### src/shared/debug_access_regs.svh
// Offsets, field positions, reset values and codes of the debug register block
`ifndef DEBUG_ACCESS_REGS_SVH
`define DEBUG_ACCESS_REGS_SVH
// Bus offsets
`define OFS_CONSOLE_CONTROL 8'h0C
`define OFS_LOCK_STATUS     8'h10
`define OFS_COMMAND_CONTROL 8'h10
`define OFS_DATA_WINDOW     8'h14
`define OFS_UNLOCK_KEY      8'h18
// Console control fields
`define CC_INT_ENABLE_BIT   4
`define CC_CLEAR_BREAK_BIT  2
`define CC_CLEAR_RX_BIT     1
`define CC_CLEAR_TX_BIT     0
`define CC_CLEAR_RESET      1'h1
// Lock status field
`define LS_LOCK_BIT         0
// Command control fields
`define CTRL_LOCK_HI        19
`define CTRL_LOCK_LO        18
`define CTRL_TARGET_BIT     17
`define CTRL_CMD_HI         16
`define CTRL_CMD_LO         9
`define CTRL_LEN_HI         8
`define CTRL_LEN_LO         0
`define CTRL_RESET          20'h00000
// Unlock key
`define UNLOCK_KEY          16'hEBAB
// Debug module commands
`define CMD_CONFIG          8'h0C
`define CMD_PROC_SELECT     8'h0D
`define CMD_EXT_TRIG_CTRL   8'h40
`define CMD_TRIG_STATUS     8'h42
`define CMD_TRIG_CTRL       8'h46
// Register lengths minus one
`define LEN_CONFIG          9'h01F
`define LEN_CONFIG_EXT      9'h022
`define LEN_SELECT_MIN      9'h007
`define LEN_SELECT_MAX      9'h01F
`define LEN_EXT_TRIG        9'h009
`define LEN_TRIG_CTRL       9'h00F
`define LEN_TRIG_STATUS     9'h017
// Configuration fields
`define CFG_RES_BIT         23
`define CFG_EXT_BIT         22
`define CFG_CONSOLE_BIT     21
`define CFG_CHAR_WIDTH      5'h07
`define EXT_CROSS_BIT       34
`define EXT_ACCESS_BIT      33
`endif

### src/shared/debug_access_pkg.sv
// Types shared by the debug register block
`default_nettype none
package debug_access_pkg;
    // Lock type field codes
    typedef enum logic [1:0] {
        LOCK_RELEASE = 2'h0,
        LOCK_ONCE    = 2'h1,
        LOCK_KEEP    = 2'h2,
        LOCK_FORCE   = 2'h3
    } lock_type_t;
    // Bus response codes
    typedef enum logic [1:0] {
        RESP_OKAY   = 2'h0,
        RESP_SLVERR = 2'h2
    } resp_t;
    // Read channel states
    typedef enum logic [1:0] {
        RD_IDLE   = 2'h0,
        RD_LOCAL  = 2'h1,
        RD_PROC   = 2'h2
    } rd_state_t;
endpackage
`default_nettype wire

### src/core/debug_local_regs.sv
// Debug module's own registers reached through the data window
`include "debug_access_regs.svh"
`default_nettype none
module debug_local_regs #(
    parameter int         DEBUG_PORT_COUNT  = 1,
    parameter bit         USE_CONSOLE       = 1,
    parameter bit         USE_CROSS_TRIGGER = 1,
    parameter bit         REG_ACCESS        = 1,
    parameter logic [7:0] SIGNATURE         = 8'h5A, // Arbitrary value
    parameter logic [7:0] VERSION           = 8'h11  // Arbitrary value
) (
    // Clock and reset
    input  wire logic        i_clock,
    input  wire logic        i_rst,
    // Access request
    input  wire logic        i_access,
    input  wire logic        i_write,
    input  wire logic [7:0]  i_command,
    input  wire logic [8:0]  i_length,
    input  wire logic [31:0] i_wdata,
    // Trigger state in
    input  wire logic [23:0] i_trigger_status,
    // Results
    output logic [31:0]      o_rdata,
    output logic [31:0]      o_processor_select,
    output logic [9:0]       o_ext_trigger_control,
    output logic             o_ext_trigger_strobe,
    output logic [15:0]      o_trigger_control,
    output logic             o_trigger_strobe
);
    logic [34:0] config_w; // Extended configuration word

    // Assemble configuration words
    always_comb begin
        config_w = 35'h0;
        config_w[31:24] = SIGNATURE;
        config_w[`CFG_RES_BIT] = 1'h1;
        config_w[`CFG_EXT_BIT] = 1'h1;
        config_w[`CFG_CONSOLE_BIT] = USE_CONSOLE;
        config_w[20:16] = `CFG_CHAR_WIDTH;
        config_w[15:8] = DEBUG_PORT_COUNT[7:0];
        config_w[7:0] = VERSION;
        config_w[`EXT_CROSS_BIT] = USE_CROSS_TRIGGER;
        config_w[`EXT_ACCESS_BIT] = REG_ACCESS;
    end

    // Read answers, registered
    always_ff @(posedge i_clock) begin
        if (i_rst) begin
            o_rdata <= 32'h0;
        end else if (i_access && !i_write) begin
            o_rdata <= 32'h0;
            if (i_command == `CMD_CONFIG && i_length == `LEN_CONFIG) begin
                o_rdata <= config_w[31:0];
            end else if (i_command == `CMD_CONFIG && i_length == `LEN_CONFIG_EXT) begin
                o_rdata <= config_w[34:3];
            end else if (USE_CROSS_TRIGGER && i_command == `CMD_TRIG_STATUS) begin
                o_rdata <= {8'h0, i_trigger_status};
            end
        end
    end

    // Write-only registers; configuration ignores writes
    always_ff @(posedge i_clock) begin
        if (i_rst) begin
            o_processor_select    <= 32'h0;
            o_ext_trigger_control <= 10'h0;
            o_ext_trigger_strobe  <= 1'h0;
            o_trigger_control     <= 16'h0;
            o_trigger_strobe      <= 1'h0;
        end else begin
            o_ext_trigger_strobe <= 1'h0;
            o_trigger_strobe     <= 1'h0;
            if (i_access && i_write) begin
                // Select width follows the length field
                if (i_command == `CMD_PROC_SELECT && i_length >= `LEN_SELECT_MIN
                    && i_length <= `LEN_SELECT_MAX) begin
                    o_processor_select <= i_wdata >> (5'(`LEN_SELECT_MAX - i_length));
                end
                if (USE_CROSS_TRIGGER && i_command == `CMD_EXT_TRIG_CTRL) begin
                    o_ext_trigger_control <= i_wdata[9:0];
                    o_ext_trigger_strobe  <= 1'h1;
                end
                if (USE_CROSS_TRIGGER && i_command == `CMD_TRIG_CTRL) begin
                    o_trigger_control <= i_wdata[15:0];
                    o_trigger_strobe  <= 1'h1;
                end
            end
        end
    end
endmodule
`default_nettype wire

### src/core/debug_register_access.sv
// Console control, access lock and debug register access over the register bus
// Function
// - Control bit 2 clears external break
// - Control bit 1 empties receive FIFO
// - Control bit 0 empties transmit FIFO
// - Status bit 0 shows JTAG lock
// - Reading control register returns zero, OKAY
// - Control writes ignored until unlocked
// - Bits 19-18 select lock type
// - Bit 17 selects processor or module
// - Command and length fields of control
// - Data window moves data, locked ignored
// - Key unlocks; other values relock
// - Interrupt on transmit empty or receive data
// - Configuration read with command 0x0C
// - Configuration word field layout
// - Extended configuration, 35 bits, options
// - Processor select written with 0x0D
// - External trigger control with 0x40
// - Trigger control with 0x46
// - Trigger status read with 0x42
// - Access registers exist only when enabled
// - Offsets 0x10, 0x14, 0x18
`include "debug_access_regs.svh"
`default_nettype none
module debug_register_access #(
    parameter int         DEBUG_PORT_COUNT  = 1,
    parameter bit         USE_CONSOLE       = 1,
    parameter bit         USE_CROSS_TRIGGER = 1,
    parameter bit         REG_ACCESS        = 1,
    parameter logic [7:0] SIGNATURE         = 8'h5A, // Arbitrary value
    parameter logic [7:0] VERSION           = 8'h11  // Arbitrary value
) (
    // Clock and reset
    input  wire logic        i_clock,
    input  wire logic        i_rst,
    // Register bus write address
    input  wire logic [7:0]  i_s_axi_awaddr,
    input  wire logic        i_s_axi_awvalid,
    output logic             o_s_axi_awready,
    // Register bus write data
    input  wire logic [31:0] i_s_axi_wdata,
    input  wire logic [3:0]  i_s_axi_wstrb,
    input  wire logic        i_s_axi_wvalid,
    output logic             o_s_axi_wready,
    // Register bus write response
    output logic [1:0]       o_s_axi_bresp,
    output logic             o_s_axi_bvalid,
    input  wire logic        i_s_axi_bready,
    // Register bus read address
    input  wire logic [7:0]  i_s_axi_araddr,
    input  wire logic        i_s_axi_arvalid,
    output logic             o_s_axi_arready,
    // Register bus read data
    output logic [31:0]      o_s_axi_rdata,
    output logic [1:0]       o_s_axi_rresp,
    output logic             o_s_axi_rvalid,
    input  wire logic        i_s_axi_rready,
    // Console side
    input  wire logic        i_tx_fifo_empty,
    input  wire logic        i_rx_fifo_valid,
    output logic             o_tx_fifo_clear,
    output logic             o_rx_fifo_clear,
    output logic             o_clear_external_break,
    output logic             o_interrupt,
    // Lock arbitration with JTAG side
    input  wire logic        i_jtag_lock_held,
    output logic             o_bus_lock_held,
    // Processor debug register port
    output logic             o_proc_request,
    output logic             o_proc_write,
    output logic [7:0]       o_proc_command,
    output logic [8:0]       o_proc_length,
    output logic [31:0]      o_proc_wdata,
    input  wire logic [31:0] i_proc_rdata,
    input  wire logic        i_proc_done,
    // Debug module registers out
    input  wire logic [23:0] i_trigger_status,
    output logic [31:0]      o_processor_select,
    output logic [9:0]       o_ext_trigger_control,
    output logic             o_ext_trigger_strobe,
    output logic [15:0]      o_trigger_control,
    output logic             o_trigger_strobe
);
    // Bus handshake state
    logic                          wr_fire;       // Write taken this cycle
    logic                          rd_fire;       // Read taken this cycle
    logic                          full_word;     // All byte lanes written
    logic                          wr_window;     // Full-word window write
    logic                          rd_window;     // Window read taken
    debug_access_pkg::rd_state_t   rd_state_q;    // Read channel state
    // Console state
    logic                          int_enable_q;  // Interrupt enable
    logic                          tx_empty_q;    // Previous transmit empty
    // Access lock state
    logic                          jtag_lock_s;   // Synchronised JTAG lock
    logic                          unlocked_q;    // Key written
    logic                          sw_lock_q;     // Bus side holds lock
    logic [19:0]                   ctrl_q;        // Command control
    debug_access_pkg::lock_type_t  lock_type;     // Decoded lock type
    logic                          granted;       // Access may proceed
    // Local register port
    logic                          local_access;  // Access pulse
    logic [31:0]                   local_rdata;   // Local read answer

    // Decode a register offset when access logic is built
    function automatic logic access_reg(input logic [7:0] a, input logic [7:0] ofs);
        access_reg = REG_ACCESS && (a == ofs);
    endfunction

    // Synchronise the JTAG lock flag
    level_sync u_lock_sync (
        .i_clock (i_clock),
        .i_rst   (i_rst),
        .i_level (i_jtag_lock_held),
        .o_level (jtag_lock_s)
    );

    // Own debug registers
    debug_local_regs #(
        .DEBUG_PORT_COUNT  (DEBUG_PORT_COUNT),
        .USE_CONSOLE       (USE_CONSOLE),
        .USE_CROSS_TRIGGER (USE_CROSS_TRIGGER),
        .REG_ACCESS        (REG_ACCESS),
        .SIGNATURE         (SIGNATURE),
        .VERSION           (VERSION)
    ) u_local (
        .i_clock               (i_clock),
        .i_rst                 (i_rst),
        .i_access              (local_access),
        .i_write               (wr_fire),
        .i_command             (ctrl_q[`CTRL_CMD_HI:`CTRL_CMD_LO]),
        .i_length              (ctrl_q[`CTRL_LEN_HI:`CTRL_LEN_LO]),
        .i_wdata               (i_s_axi_wdata),
        .i_trigger_status      (i_trigger_status),
        .o_rdata               (local_rdata),
        .o_processor_select    (o_processor_select),
        .o_ext_trigger_control (o_ext_trigger_control),
        .o_ext_trigger_strobe  (o_ext_trigger_strobe),
        .o_trigger_control     (o_trigger_control),
        .o_trigger_strobe      (o_trigger_strobe)
    );

    // Handshakes: write wins a tie with read
    always_comb begin
        o_s_axi_awready = !o_s_axi_bvalid && (rd_state_q == debug_access_pkg::RD_IDLE)
                          && i_s_axi_awvalid && i_s_axi_wvalid;
        o_s_axi_wready  = o_s_axi_awready;
        wr_fire         = o_s_axi_awready;
        o_s_axi_arready = !o_s_axi_rvalid && (rd_state_q == debug_access_pkg::RD_IDLE)
                          && !wr_fire;
        rd_fire         = o_s_axi_arready && i_s_axi_arvalid;
        full_word       = (i_s_axi_wstrb == 4'hF);
        wr_window       = wr_fire && full_word && access_reg(i_s_axi_awaddr, `OFS_DATA_WINDOW);
        rd_window       = rd_fire && access_reg(i_s_axi_araddr, `OFS_DATA_WINDOW);
    end

    // Lock decode and grant
    always_comb begin
        lock_type = debug_access_pkg::lock_type_t'(ctrl_q[`CTRL_LOCK_HI:`CTRL_LOCK_LO]);
        // Force takes the lock even from JTAG
        granted   = unlocked_q && (lock_type == debug_access_pkg::LOCK_FORCE
                    || !jtag_lock_s);
    end

    // Pulse to the local registers for a granted window access
    always_comb begin
        local_access = ctrl_q[`CTRL_TARGET_BIT] && granted && (wr_window || rd_window);
    end

    // Unlock key register
    always_ff @(posedge i_clock) begin
        if (i_rst) begin
            unlocked_q <= 1'h0;
        end else if (wr_fire && full_word && access_reg(i_s_axi_awaddr, `OFS_UNLOCK_KEY)) begin
            // Only the key opens; anything else closes
            unlocked_q <= (i_s_axi_wdata[15:0] == `UNLOCK_KEY);
        end
    end

    // Command control register
    always_ff @(posedge i_clock) begin
        if (i_rst) begin
            ctrl_q <= `CTRL_RESET;
        end else if (wr_fire && full_word && unlocked_q
                     && access_reg(i_s_axi_awaddr, `OFS_COMMAND_CONTROL)) begin
            ctrl_q <= i_s_axi_wdata[19:0];
        end
    end

    // Bus side lock ownership
    always_ff @(posedge i_clock) begin
        if (i_rst) begin
            sw_lock_q <= 1'h0;
        end else if (wr_fire && full_word && unlocked_q
                     && access_reg(i_s_axi_awaddr, `OFS_COMMAND_CONTROL)
                     && i_s_axi_wdata[`CTRL_LOCK_HI:`CTRL_LOCK_LO] == 2'h0) begin
            // Release aborts any atomic sequence
            sw_lock_q <= 1'h0;
        end else if (granted && lock_type[1] && (wr_window || rd_window)) begin
            // Lock taken with the first keep or force window access and kept
            sw_lock_q <= 1'h1;
        end
    end

    // Lock shown to JTAG side, also while any window read is in progress
    always_comb begin
        o_bus_lock_held = sw_lock_q || (rd_state_q != debug_access_pkg::RD_IDLE);
    end

    // Processor debug request
    always_ff @(posedge i_clock) begin
        if (i_rst) begin
            o_proc_request <= 1'h0;
            o_proc_write   <= 1'h0;
            o_proc_command <= 8'h0;
            o_proc_length  <= 9'h0;
            o_proc_wdata   <= 32'h0;
        end else begin
            o_proc_request <= 1'h0;
            if (!ctrl_q[`CTRL_TARGET_BIT] && granted && (wr_window || rd_window)) begin
                o_proc_request <= 1'h1;
                o_proc_write   <= wr_window;
                o_proc_command <= ctrl_q[`CTRL_CMD_HI:`CTRL_CMD_LO];
                o_proc_length  <= ctrl_q[`CTRL_LEN_HI:`CTRL_LEN_LO];
                o_proc_wdata   <= i_s_axi_wdata;
            end
        end
    end

    // Write response channel
    always_ff @(posedge i_clock) begin
        if (i_rst) begin
            o_s_axi_bvalid <= 1'h0;
            o_s_axi_bresp  <= debug_access_pkg::RESP_OKAY;
        end else if (wr_fire) begin
            o_s_axi_bvalid <= 1'h1;
            // Unmapped offsets get an error
            if (i_s_axi_awaddr == `OFS_CONSOLE_CONTROL
                || access_reg(i_s_axi_awaddr, `OFS_COMMAND_CONTROL)
                || access_reg(i_s_axi_awaddr, `OFS_DATA_WINDOW)
                || access_reg(i_s_axi_awaddr, `OFS_UNLOCK_KEY)) begin
                o_s_axi_bresp <= debug_access_pkg::RESP_OKAY;
            end else begin
                o_s_axi_bresp <= debug_access_pkg::RESP_SLVERR;
            end
        end else if (i_s_axi_bready) begin
            o_s_axi_bvalid <= 1'h0;
        end
    end

    // Read state: window reads wait for their target
    always_ff @(posedge i_clock) begin
        if (i_rst) begin
            rd_state_q <= debug_access_pkg::RD_IDLE;
        end else begin
            case (rd_state_q)
                debug_access_pkg::RD_IDLE: begin
                    if (rd_window && granted) begin
                        rd_state_q <= ctrl_q[`CTRL_TARGET_BIT] ? debug_access_pkg::RD_LOCAL
                                                               : debug_access_pkg::RD_PROC;
                    end
                end
                debug_access_pkg::RD_LOCAL: begin
                    rd_state_q <= debug_access_pkg::RD_IDLE;
                end
                debug_access_pkg::RD_PROC: begin
                    if (i_proc_done) begin
                        rd_state_q <= debug_access_pkg::RD_IDLE;
                    end
                end
                default: begin
                    rd_state_q <= debug_access_pkg::RD_IDLE;
                end
            endcase
        end
    end

    // Read data channel
    always_ff @(posedge i_clock) begin
        if (i_rst) begin
            o_s_axi_rvalid <= 1'h0;
            o_s_axi_rdata  <= 32'h0;
            o_s_axi_rresp  <= debug_access_pkg::RESP_OKAY;
        end else if (rd_state_q == debug_access_pkg::RD_LOCAL) begin
            o_s_axi_rvalid <= 1'h1;
            o_s_axi_rdata  <= local_rdata;
        end else if (rd_state_q == debug_access_pkg::RD_PROC && i_proc_done) begin
            o_s_axi_rvalid <= 1'h1;
            o_s_axi_rdata  <= i_proc_rdata;
        end else if (rd_fire) begin
            o_s_axi_rdata <= 32'h0;
            o_s_axi_rresp <= debug_access_pkg::RESP_OKAY;
            if (access_reg(i_s_axi_araddr, `OFS_LOCK_STATUS)) begin
                // Shared offset reads status; control itself reads zero
                o_s_axi_rdata[`LS_LOCK_BIT] <= jtag_lock_s;
                o_s_axi_rvalid <= 1'h1;
            end else if (rd_window) begin
                // Locked window answers zero now
                o_s_axi_rvalid <= !granted;
            end else if (access_reg(i_s_axi_araddr, `OFS_UNLOCK_KEY)
                         || i_s_axi_araddr == `OFS_CONSOLE_CONTROL) begin
                o_s_axi_rvalid <= 1'h1;
            end else begin
                o_s_axi_rvalid <= 1'h1;
                o_s_axi_rresp  <= debug_access_pkg::RESP_SLVERR;
            end
        end else if (i_s_axi_rready) begin
            o_s_axi_rvalid <= 1'h0;
        end
    end

    // Console control: enable and one-cycle clear pulses
    always_ff @(posedge i_clock) begin
        if (i_rst) begin
            int_enable_q           <= 1'h0;
            o_clear_external_break <= 1'h0;
            o_rx_fifo_clear        <= `CC_CLEAR_RESET;
            o_tx_fifo_clear        <= `CC_CLEAR_RESET;
        end else begin
            o_clear_external_break <= 1'h0;
            o_rx_fifo_clear        <= 1'h0;
            o_tx_fifo_clear        <= 1'h0;
            if (wr_fire && full_word && i_s_axi_awaddr == `OFS_CONSOLE_CONTROL) begin
                int_enable_q           <= i_s_axi_wdata[`CC_INT_ENABLE_BIT];
                o_clear_external_break <= i_s_axi_wdata[`CC_CLEAR_BREAK_BIT];
                o_rx_fifo_clear        <= i_s_axi_wdata[`CC_CLEAR_RX_BIT];
                o_tx_fifo_clear        <= i_s_axi_wdata[`CC_CLEAR_TX_BIT];
            end
        end
    end

    // Previous transmit empty for edge detect
    always_ff @(posedge i_clock) begin
        if (i_rst) begin
            tx_empty_q <= 1'h1;
        end else begin
            tx_empty_q <= i_tx_fifo_empty;
        end
    end

    // Interrupt on transmit going empty or receive holding data
    always_comb begin
        o_interrupt = int_enable_q
                      && ((i_tx_fifo_empty && !tx_empty_q) || i_rx_fifo_valid);
    end
endmodule
`default_nettype wire

### src/core/level_sync.sv
// Two-stage synchroniser for a level from another clock domain
`default_nettype none
module level_sync (
    // Clock and reset
    input  wire logic i_clock,
    input  wire logic i_rst,
    // Level in and out
    input  wire logic i_level,
    output logic      o_level
);
    logic meta_q; // First stage, read only by second
    // Two flops in series
    always_ff @(posedge i_clock) begin
        if (i_rst) begin
            meta_q  <= 1'h0;
            o_level <= 1'h0;
        end else begin
            meta_q  <= i_level;
            o_level <= meta_q;
        end
    end
endmodule
`default_nettype wire

### config.mk
export PLATFORM = sky130hd
export DESIGN_NAME = debug_register_access
export DESIGN_NICKNAME = d
export VERILOG_FILES = /design/src/shared/debug_access_pkg.sv /design/src/core/debug_local_regs.sv /design/src/core/debug_register_access.sv /design/src/core/level_sync.sv
export VERILOG_INCLUDE_DIRS = /design/src /design/src/shared
export SDC_FILE = /design/constraint.sdc
export NUM_CORES = 1
export LEC_CHECK = 0
export BUFFER_PORTS_ARGS = -buffer_cell sky130_fd_sc_hd__buf_4
export CELL_PAD_IN_SITES_DETAIL_PLACEMENT = 0
export CELL_PAD_IN_SITES_GLOBAL_PLACEMENT = 1
export CORE_MARGIN = 2
export CORE_UTILIZATION = 35
export CTS_BUF_LIST = sky130_fd_sc_hd__clkbuf_16
export DETAILED_ROUTE_END_ITERATION = 7
export GPL_TIMING_DRIVEN = 0
export PLACE_DENSITY_LB_ADDON = 0.3
export RECOVER_POWER = 25
export SYNTH_ARGS = -nofsm -noshare
export SYNTH_HDL_FRONTEND = slang
export SYNTH_SLANG_ARGS = --single-unit
### constraint.sdc
create_clock -name i_clock -period 2.7 [get_ports i_clock]
set_clock_uncertainty 0.05 [all_clocks]
set_input_delay 0.81 -clock i_clock [delete_from_list [all_inputs] [get_ports i_clock]]
set_output_delay 0.81 -clock i_clock [all_outputs]
set_load 0.005 [all_outputs]
==> flow_metrics.tcl, run 1 <==
set metrics [dict create \
    vias 9534 \
    postPlaceCellArea_um2 11990 \
    nFillCells 2697 \
    crit_path_max_fanout 10 \
    worstSetupStartpointType "input pin" \
    syn_to_final_growth_pct 35.60 \
    die_area_um2 28570 \
    async_flop_share_pct 0 \
    post_drt_wl_per_cell_um 20.75 \
    die_w_um 169.0 \
    drt_iter0_drc 832 \
    endpoint_kind "flop" \
    synth_top_cell_area_share_pct 43.06 \
    ios 276 \
    synth_seq_cells 205 \
    overflow 0 \
    finalCriticalPeriod_ps 2670 \
    synth_top_area_cell "dfxtp_1" \
    dp_hpwl_um 26410 \
    setup_viol 0 \
    route.detailed.drc 0 \
    grt_pass1_vias 9297 \
    die_h_um 169.0 \
    tns_ps 0 \
    synth_seq_area_share_pct 43.06 \
    gr-usage-all-layers_pct 24.46 \
    place.gp.congestion 0.9390 \
    clk_latency_ps 540 \
    nets 1502 \
    p_leak_nw 4.983 \
    grt_pass1_wl_um 54410 \
    hold_buffers 0 \
    drv_cap 0 \
    cpMostUsedCell "buf_4" \
    design_area_um2 12920 \
    diodes 0 \
    crit_family "simple AND/OR/NAND/NOR gates" \
    final.period_utilization_pct 98.88 \
    crit_chain "buf_4, or4_4, or3_4, nor2_4, buf_6, o211a_1, buf_4, o2111ai_1, a21oi_1" \
    status "complete, no violations" \
    drtAntennaViolNets 0 \
    cts_tree "yes" \
    antenna_found_initial 1 \
    drive_gt1_share_pct 28.82 \
    clockBufferDepth 3 \
    yosys_warnings 0 \
    synthesis.area_um2 9532 \
    via_per_inst 5.470 \
    whs_ps 393.5 \
    synth_edf_count 0 \
    timing.fmax_mhz 374.6 \
    rsz0062_at_grt "true" \
    path_clk_slew_ps 60 \
    dr.pass1.iters 7 \
    io_buffers 261 \
    p_total_mw 6.838 \
    clockRootBuffer "clkbuf_16" \
    crit_required_ps 3100 \
    worst-path-buf-inv 3 \
    h-tree-depth 1 \
    worst_path_max_delay_cell "or4_4" \
    worstMarginPinSlew_ps 794.8 \
    critical_path_arrival_ps 3070 \
    grt_max_degree 13 \
    row_count 60 \
    ir_drop_mv 0.3498 \
    maxSlewHeadroom_pct 47.01 \
    yosysUniqueCellTypes 66 \
    hold_violations 0 \
    cts_buffers 25 \
    avgSynthCellArea_um2 8.793 \
    clock_sinks 205 \
    synth_flop_cell "dfxtp_1" \
    synthTopCellsByArea "dfxtp_1, nand2_1, mux4_2" \
    synthCells 1084 \
    max_stage_delay_ps 530 \
    hold_class "flop to flop" \
    drv_slew 0 \
    worstSetupPathType "input pin to flop" \
    pwr_density_cell_nw_per_um2 529.1 \
    totalWireLength_um 36170 \
    core_um2 26880 \
    initial_core_util_pct 35.47 \
]
metal layers:
metal | track usage [%] | vias to the layer above | part of all wire [%]
met5 | 0 | - | 0
met4 | 8.436 | 0 | 3.0
met3 | 5.565 | 78 | 8.6
met2 | 39.40 | 417 | 46
met1 | 32.43 | 4555 | 42
li1 | - | 4484 | -
logic make-up after synthesis:
| kind of cell | Yosys count | synth area share (%) |
|---|---|---|
| mux | 109 | 15.90 |
| buf+inv | 111 | 4.896 |
| other cells | 1 | 0.03934 |
| xor+xnor | 2 | 0.1838 |
| flops | 205 | 43.06 |
| compound gates | 233 | 16.32 |
| simple gates | 423 | 19.61 |
layout make-up:
class	count	area, µm²	area share [%]
timing repair buffer	273	1959	15.16
multi-input combinational	769	5095	39.42
tap	341	426.7	3.301
inverter	11	43.79	0.3388
clock buffer	25	625.6	4.840
clock inverter	21	181.4	1.404
buffer	98	486.7	3.766
sequential	205	4106	31.77
Yosys cell counts, types with 3 or more instances:
cell	count
nand2_1	214
dfxtp_1	205
a21oi_1	115
nor2_1	108
clkbuf_1	68
mux2i_1	67
mux4_2	33
a222oi_1	29
nor3_1	26
buf_2	19
o21ai_0	18
nand3_1	16
a211oi_1	15
a22o_1	9
mux2_2	9
inv_1	8
nor4_1	8
or3_1	8
buf_1	7
o211ai_1	6
buf_4	5
nand3b_1	5
nor2b_1	5
a221oi_1	4
nand2b_1	4
nand4_1	4
a21o_1	3
a22oi_1	3
a31oi_1	3
and3b_1	3
clkinv_1	3
nand4b_1	3
o21a_1	3
o21bai_1	3
what timing repair did:
action | CTS | global route
buffers inserted | 7 | 5
endpoints found under the setup margin | 45 | 117
resized for setup | 21 | 40
pin swaps | 4 | 3
per-stage QoR:
step / util, % / setup WS (ps) / std cells
floorplan: - / -108.9 / 1085
global placement: 44.62 / -825.4 / 1687
detailed placement: 44.62 / -830.1 / 1687
CTS: 48.04 / 12.01 / 1739
global route: 48.09 / -39.08 / 1743
finish: 48.09 / 30.14 / 1743
sequential cells by signal, indices dropped and copies added, names as in the netlist, 2 cells and up:
| signal | cells |
|---|---|
| o_proc_length | 9 |
| u_local.o_trigger_control | 16 |
| u_local.o_ext_trigger_control | 10 |
| o_proc_wdata | 32 |
| o_proc_command | 8 |
| o_s_axi_rdata | 32 |
| u_local.o_processor_select | 32 |
| ctrl_q | 20 |
| u_local.o_rdata | 27 |
| rd_state_q | 2 |
layout by cell type (no fill, tap or decap), types with 3 or more instances in the layout:
master / instances
clkbuf_16: 25
clkbuf_2: 15
nor3_4: 3
a22oi_1: 3
nand2_1: 214
buf_2: 11
clkbuf_4: 62
buf_4: 198
o211ai_1: 6
a22o_1: 9
a21oi_1: 114
and3b_1: 3
or3_4: 3
a21o_1: 3
clkbuf_1: 78
mux4_2: 33
clkinv_2: 7
clkinv_1: 9
nand3b_1: 5
or3_1: 5
nor4_2: 3
bufinv_16: 3
nand3_1: 16
nor3_1: 24
mux2i_1: 67
nand4b_1: 3
a211oi_1: 14
nand4_1: 4
nand2b_1: 4
buf_6: 6
dfxtp_1: 203
mux2_2: 9
o21bai_1: 3
a221oi_1: 4
o21ai_0: 17
nor4_1: 5
inv_1: 9
nor2b_1: 5
a222oi_1: 29
nor2_1: 106
where the power goes:
group	total [mW]	switching (mW)	leakage, nW	internal [mW]
Clock	3.34	1.37	0.411	1.97
Sequential	3.04	0.00413	1.65	3.03
Combinational	0.462	0.263	2.92	0.199
worst paths after layout:
path | start | endpoint | slack (ps) | cells after the start
worst min register to register | u_lock_sync.meta_q | u_lock_sync.o_level | 390 | 1
worst min-delay path | u_lock_sync.meta_q | u_lock_sync.o_level | 390 | 1
worst max register to register | ctrl_q[13] | u_local.o_processor_select[15] | 70 | 8
worst max-delay path | i_s_axi_araddr[0] | u_local.o_processor_select[19] | 30 | 9
Note: power is estimated with default switching activity, not from simulation.
==> run 2, diff against run 1 <==
--- a/config.mk
+++ b/config.mk
@@ -16,6 +16,7 @@
 export GPL_TIMING_DRIVEN = 0
 export PLACE_DENSITY_LB_ADDON = 0.3
 export RECOVER_POWER = 25
+export SETUP_SLACK_MARGIN = 0.4
 export SYNTH_ARGS = -nofsm -noshare
 export SYNTH_HDL_FRONTEND = slang
 export SYNTH_SLANG_ARGS = --single-unit
==> run 2 against run 1 <==
Net effect:
- count of clock-buffer cells in the layout down 1
- first-iteration DRC count up 0.24%
- fmax down 0.53%
- sequential power barely moved
- worst setup slack lost 14 ps
- sequential cell count is the same
- core utilization is 7.0 points higher
- clock power is 5% lower
- via count rose by 4.8%
- critical endpoint is now u_local.o_processor_select[16]
- largest cell class unchanged
- largest power group unchanged
==> flow_metrics.tcl, run 2 (synthesis results as in run 1) <==
set metrics [dict create \
    worstReg2RegEnd "u_local.o_processor_select[16]" \
    worstSetupPathType "flop to flop" \
    ir_drop_mv 0.3692 \
    crit_required_ps 3110 \
    dp_cells 1687 \
    critical_path_arrival_ps 3090 \
    design_area_um2 14820 \
    hp-start "u_lock_sync.meta_q" \
    utilization_pct 55.14 \
    vias 9989 \
    clk_latency_ps 540 \
    syn_to_final_growth_pct 55.46 \
    clockRootBuffer "clkbuf_16" \
    drv_cap 0 \
    diodes 0 \
    use_met2_pct 41.77 \
    pwr_density_cell_nw_per_um2 453.9 \
    clockBufferDepth 3 \
    layout_common_cells "buf_4, dfxtp_1, nand2_1" \
    setup_viol 0 \
    timing.fmax_mhz 372.6 \
    postPlaceCellArea_um2 12060 \
    status "complete, no violations" \
    whs_ps 385.5 \
    gr-usage-all-layers_pct 25.53 \
    met1_usage_pct 34.04 \
    hold_violations 0 \
    r2r_start "ctrl_q[8]" \
    hold_buffers 0 \
    crit_path_max_fanout 6 \
    die_h_um 169.0 \
    drv_slew 0 \
    via_per_inst 5.577 \
    ios 276 \
    largestRegisters "o_proc_wdata (32), o_s_axi_rdata (32), u_local.o_processor_select (32)" \
    final_common_cell "buf_4" \
    core_um2 26880 \
    p_leak_nw 5.991 \
    route.detailed.drc 0 \
    finalCriticalPeriod_ps 2684 \
    grtUsageMet3_pct 5.331 \
    dr.pass1.iters 6 \
    hold_depth 1 \
    final.period_utilization_pct 99.41 \
    dp_hpwl_um 26840 \
    antenna_found_initial 0 \
    row_count 60 \
    grt_max_degree 14 \
    cts_buffers 24 \
    cts_tree "yes" \
    drive_gt1_share_pct 44.90 \
    busiest_layer "met2" \
    rsz0062_at_grt "true" \
    initial_core_util_pct 35.47 \
    maxSlewHeadroom_pct 38.36 \
    drt_iter0_drc 834 \
    grt_pass1_vias 9441 \
    place.gp.congestion 0.9049 \
    rr_worst_depth 7 \
    die_w_um 169.0 \
    h-tree-depth 1 \
    grt_pass1_wl_um 56500 \
    tns_ps 0 \
    endpoint_kind "flop" \
    nets 1551 \
    clock_sinks 205 \
    fin_cells 1791 \
    path_clk_slew_ps 60 \
    drtAntennaViolNets 0 \
    overflow 0 \
    totalWireLength_um 39050 \
    worst_slack_ps 15.89 \
    post_drt_wl_per_cell_um 21.80 \
    p_total_mw 6.726 \
    io_buffers 261 \
    worstSetupStartpointType "flop" \
    die_area_um2 28570 \
    reg2reg_slack_ps 20 \
    post-place-ws_ps -908.4 \
    hold_end "u_lock_sync.o_level" \
    worstMarginPinSlew_ps 924.6 \
    hold_class "flop to flop" \
]
run 2: cell types whose count changed in the layout (fill, tap and decap cells not counted), moves of 9 or more:
cell,previous run,this run
a211oi_1,14,1
buf_8,0,10
nor3_1,24,15
a211oi_2,0,13
nand2_1,214,157
buf_6,6,38
nand2_2,0,14
a21oi_2,1,69
a21oi_1,114,45
nand2_4,0,43
nor2_4,2,15
nor2_1,106,91
clkbuf_1,78,68
run 2: layout make-up:
cell class / instances / area [µm²]
repair buffers: 320 / 2613
inverters: 11 / 43.79
multi-input cells: 770 / 6205
well taps: 341 / 426.7
plain buffers: 100 / 654.4
fillers: 2495 / 12060
clock buffers: 24 / 600.6
flip-flops and latches: 205 / 4108
clock inverters: 20 / 167.7
run 2: power by group:
group	switching, mW	internal, mW	total, mW
sequential	0.00399	3.03	3.04
clock	1.36	1.82	3.17
combinational	0.300	0.217	0.517
total	1.66	5.07	6.73
run 2: repair_timing:
item,in CTS,in global routing
setup buffers,28,15
cloned,9,8
hold endpoints to repair,0,0
pin swaps,32,119
setup endpoints to repair,158,188
gates resized for setup,120,285
run 2: critical path: stages, from the launching register on:
cell       delay (ps)
dfxtp_2           330
or4_4             530
or4_4             460
a2111oi_4         320
o211ai_2          240
buf_6             210
a311o_1           310
a21oi_1           150
run 2: worst max path at each step:
stage,cells after the start,start,slack [ps],to
after floorplan,7,i_s_axi_araddr[0],-110,u_local.o_rdata[10]
after global placement,7,i_s_axi_araddr[0],-900,u_local.o_rdata[15]
after detailed placement,7,i_s_axi_araddr[0],-910,u_local.o_rdata[19]
after CTS,7,ctrl_q[8],-20,u_local.o_processor_select[29]
after global routing,7,ctrl_q[8],-30,u_local.o_processor_select[16]
final,7,ctrl_q[8],20,u_local.o_processor_select[16]
run 2: per-layer routing:
metal,wire length [µm],vias up
li1,-,4575
met1,16280,4908
met2,18730,444
met3,3003,62
met4,1039,0
met5,0,-
==> run 3, diff against run 2 <==
--- a/config.mk
+++ b/config.mk
@@ -6,17 +6,18 @@
 export SDC_FILE = /design/constraint.sdc
 export NUM_CORES = 1
 export LEC_CHECK = 0
+export ABC_AREA = 1
 export BUFFER_PORTS_ARGS = -buffer_cell sky130_fd_sc_hd__buf_4
 export CELL_PAD_IN_SITES_DETAIL_PLACEMENT = 0
 export CELL_PAD_IN_SITES_GLOBAL_PLACEMENT = 1
 export CORE_MARGIN = 2
-export CORE_UTILIZATION = 35
+export CORE_UTILIZATION = 33
 export CTS_BUF_LIST = sky130_fd_sc_hd__clkbuf_16
 export DETAILED_ROUTE_END_ITERATION = 7
 export GPL_TIMING_DRIVEN = 0
 export PLACE_DENSITY_LB_ADDON = 0.3
 export RECOVER_POWER = 25
-export SETUP_SLACK_MARGIN = 0.4
+export SLEW_MARGIN = 20
 export SYNTH_ARGS = -nofsm -noshare
 export SYNTH_HDL_FRONTEND = slang
 export SYNTH_SLANG_ARGS = --single-unit
==> run 3 against run 2 <==
Net effect:
- worst hold slack lost 31 ps
- fmax grew 3.3%
- count of clock-buffer cells in the layout grew 1
- sequential cell count is the same
- first-iteration DRC count grew 12%
- synthesized area grew 6.0%
- routed wire length shrank 0.40%
==> flow_metrics.tcl, run 3 <==
set metrics [dict create \
    core_um2 30350 \
    die_h_um 179.0 \
    seqPwrFrac_pct 46.7 \
    clk_latency_ps 520 \
    timing.fmax_mhz 384.7 \
    post-place-ws_ps -100.3 \
    hold_end "u_lock_sync.o_level" \
    status "complete, no violations" \
    h-tree-depth 1 \
    p_total_mw 6.506 \
    post_drt_wl_per_cell_um 16.89 \
    grt_pass1_vias 10620 \
    met3_length_um 2725 \
    synthCells 1592 \
    synth_edf_count 0 \
    top_layer "met4" \
    max_stage_delay_ps 300 \
    yosys_warnings 0 \
    rr_worst_depth 10 \
    ir_drop_mv 0.3486 \
    yosys-top-cells-count "nand2_1, dfxtp_1, nor2_1, nand3_1, inv_1" \
    overflow 0 \
    synth_flop_cell "dfxtp_1" \
    layout_common_cells "nand2_1, dfxtp_1, nor2_1" \
    rsz0062_at_grt "false" \
    drive_gt1_share_pct 17.88 \
    via_per_inst 4.874 \
    worst_slack_ps 100.4 \
    synth_top_cell_area_share_pct 40.61 \
    p_leak_nw 6.211 \
    worstReg2RegEnd "u_local.o_processor_select[1]" \
    nets 2010 \
    drt_iter0_drc 935 \
    p_sw_mw 1.614 \
    drv_slew 0 \
    hp-start "u_lock_sync.meta_q" \
    cts_buffers 25 \
    crit_family "buffers and inverters" \
    worstMarginPinSlew_ps 771.9 \
    io_buffers 271 \
    fin_cells 2303 \
    r2r_start "rd_state_q[1]" \
    die_area_um2 32040 \
    combinationalPowerShare_pct 6.7 \
    met1_length_um 17330 \
    vias 11224 \
    finalCriticalPeriod_ps 2600 \
    grt_pass1_wl_um 58950 \
    antenna_found_initial 0 \
    worstSetupStartpointType "flop" \
    crit_path_max_fanout 10 \
    gr-usage-all-layers_pct 23.68 \
    synth_top_area_cell "dfxtp_1" \
    dp_hpwl_um 30220 \
    clockBufferDepth 3 \
    ios 276 \
    whs_ps 354.3 \
    async_flop_share_pct 0 \
    route.detailed.drc 0 \
    synthesis.area_um2 10100 \
    totalWireLength_um 38900 \
    postPlaceCellArea_um2 12640 \
    synth_seq_cells 205 \
    diodes 0 \
    maxSlewHeadroom_pct 48.54 \
    crit_chain "buf_6, nor2_8, nand3_1, buf_6, inv_6, buf_4, buf_4" \
    critical_path_arrival_ps 1740 \
    largestRegisters "o_proc_wdata (32), o_s_axi_rdata (32), u_local.o_processor_select (32)" \
    grt_max_degree 14 \
    crit_required_ps 1840 \
    hold_class "flop to flop" \
    worst_path_max_delay_cell "dfxtp_1" \
    row_count 64 \
    yosysUniqueCellTypes 33 \
    avgSynthCellArea_um2 6.347 \
    wl_met2_um 18140 \
    worstSetupPathType "flop to primary output" \
    yosysMostFrequentCell "nand2_1" \
    clock_sinks 205 \
    final_common_cell "nand2_1" \
    hold_depth 2 \
    endpoint_kind "primary output" \
    drtAntennaViolNets 0 \
    setup_viol 0 \
    hold_violations 0 \
    initial_core_util_pct 33.29 \
    synthTopCellsByArea "dfxtp_1, nand2_1, nand3_1" \
    cts_tree "yes" \
    dp_cells 2260 \
    reg2reg_slack_ps 360 \
    synth_seq_area_share_pct 40.61 \
    final.period_utilization_pct 96.28 \
    power.share.clock_pct 46.6 \
    p_int_mw 4.891 \
    die_w_um 179.0 \
    path_clk_slew_ps 60 \
    worst-path-buf-inv 5 \
    place.gp.congestion 0.9117 \
    hold_buffers 0 \
    drv_cap 0 \
    swShare_pct 24.82 \
    dr.pass1.iters 5 \
    clockRootBuffer "clkbuf_16" \
    design_area_um2 13310 \
    syn_to_final_growth_pct 31.75 \
    pwr_density_cell_nw_per_um2 488.7 \
]
[run 3: metrics by stage]
stage / utilization, % / TNS, ps
floorplan: - / 0
global placement: 41.64 / -873.5
detailed placement: 41.64 / -1591
CTS: 44.04 / 0
global route: 43.87 / 0
finish: 43.87 / 0
[run 3: cells by family (layout without fill, tap and decap cells)]
group / count (synthesis) / in the layout / synth area share, %
flops: 205 / 205 / 40.61
other cells: 1 / 2 / 0.03711
buf+inv: 241 / 555 / 9.671
simple gates: 987 / 987 / 41.34
xor+xnor: 1 / 1 / 0.08669
compound gates: 157 / 157 / 8.247
[run 3: routing by layer]
layer	track usage, %	vias to the layer above
li1	-	5665
met3	3.011	48
met2	40.64	384
met5	0	-
met1	31.73	5127
met4	5.081	0
[run 3: how the worst max path moves through the flow]
stage,start,end,depth (start not counted)
finish,rd_state_q[1],o_s_axi_wready,7
floorplan,i_s_axi_wvalid,o_s_axi_wready,6
CTS,rd_state_q[1],o_s_axi_wready,7
global placement,i_s_axi_awaddr[1],u_local.o_processor_select[1],10
detailed placement,i_s_axi_awaddr[1],u_local.o_processor_select[1],10
global route,rd_state_q[1],o_s_axi_wready,7
[run 3: repair_timing]
action / 4_1_cts / 5_1_grt
gates resized for setup: 3 / 1
buffers inserted: 0 / 0
pin swaps: 0 / 0
endpoints found under the setup margin: 2 / 1
[run 3: power groups by stage]
stage | combinational [mW] | sequential, mW | clock [mW]
4_1_cts | 0.442 | 3.04 | 3.09
5_1_grt | 0.475 | 3.04 | 3.22
3_5_place_dp | 0.438 | 3.10 | 0
2_1_floorplan | 0.161 | 3.10 | 0
3_3_place_gp | 0.438 | 3.10 | 0
6_report | 0.439 | 3.04 | 3.03
[run 3: cell type report]
cell class	count	area, µm²
Multi-Input combinational cell	1147	5022
Fill cell	3359	17040
Clock inverter	18	95.09
Inverter	138	523.0
Buffer	103	465.4
Sequential cell	205	4104
Tap cell	396	495.5
Clock buffer	25	625.6
Timing Repair Buffer	271	1982
[run 3: worst min-delay path: cells and delay by family, from the launching register on]
family | cells | cell delay, ps
buffers and inverters | 1 | 40
DFF | 1 | 300
and+or+nand+nor | 1 | 30
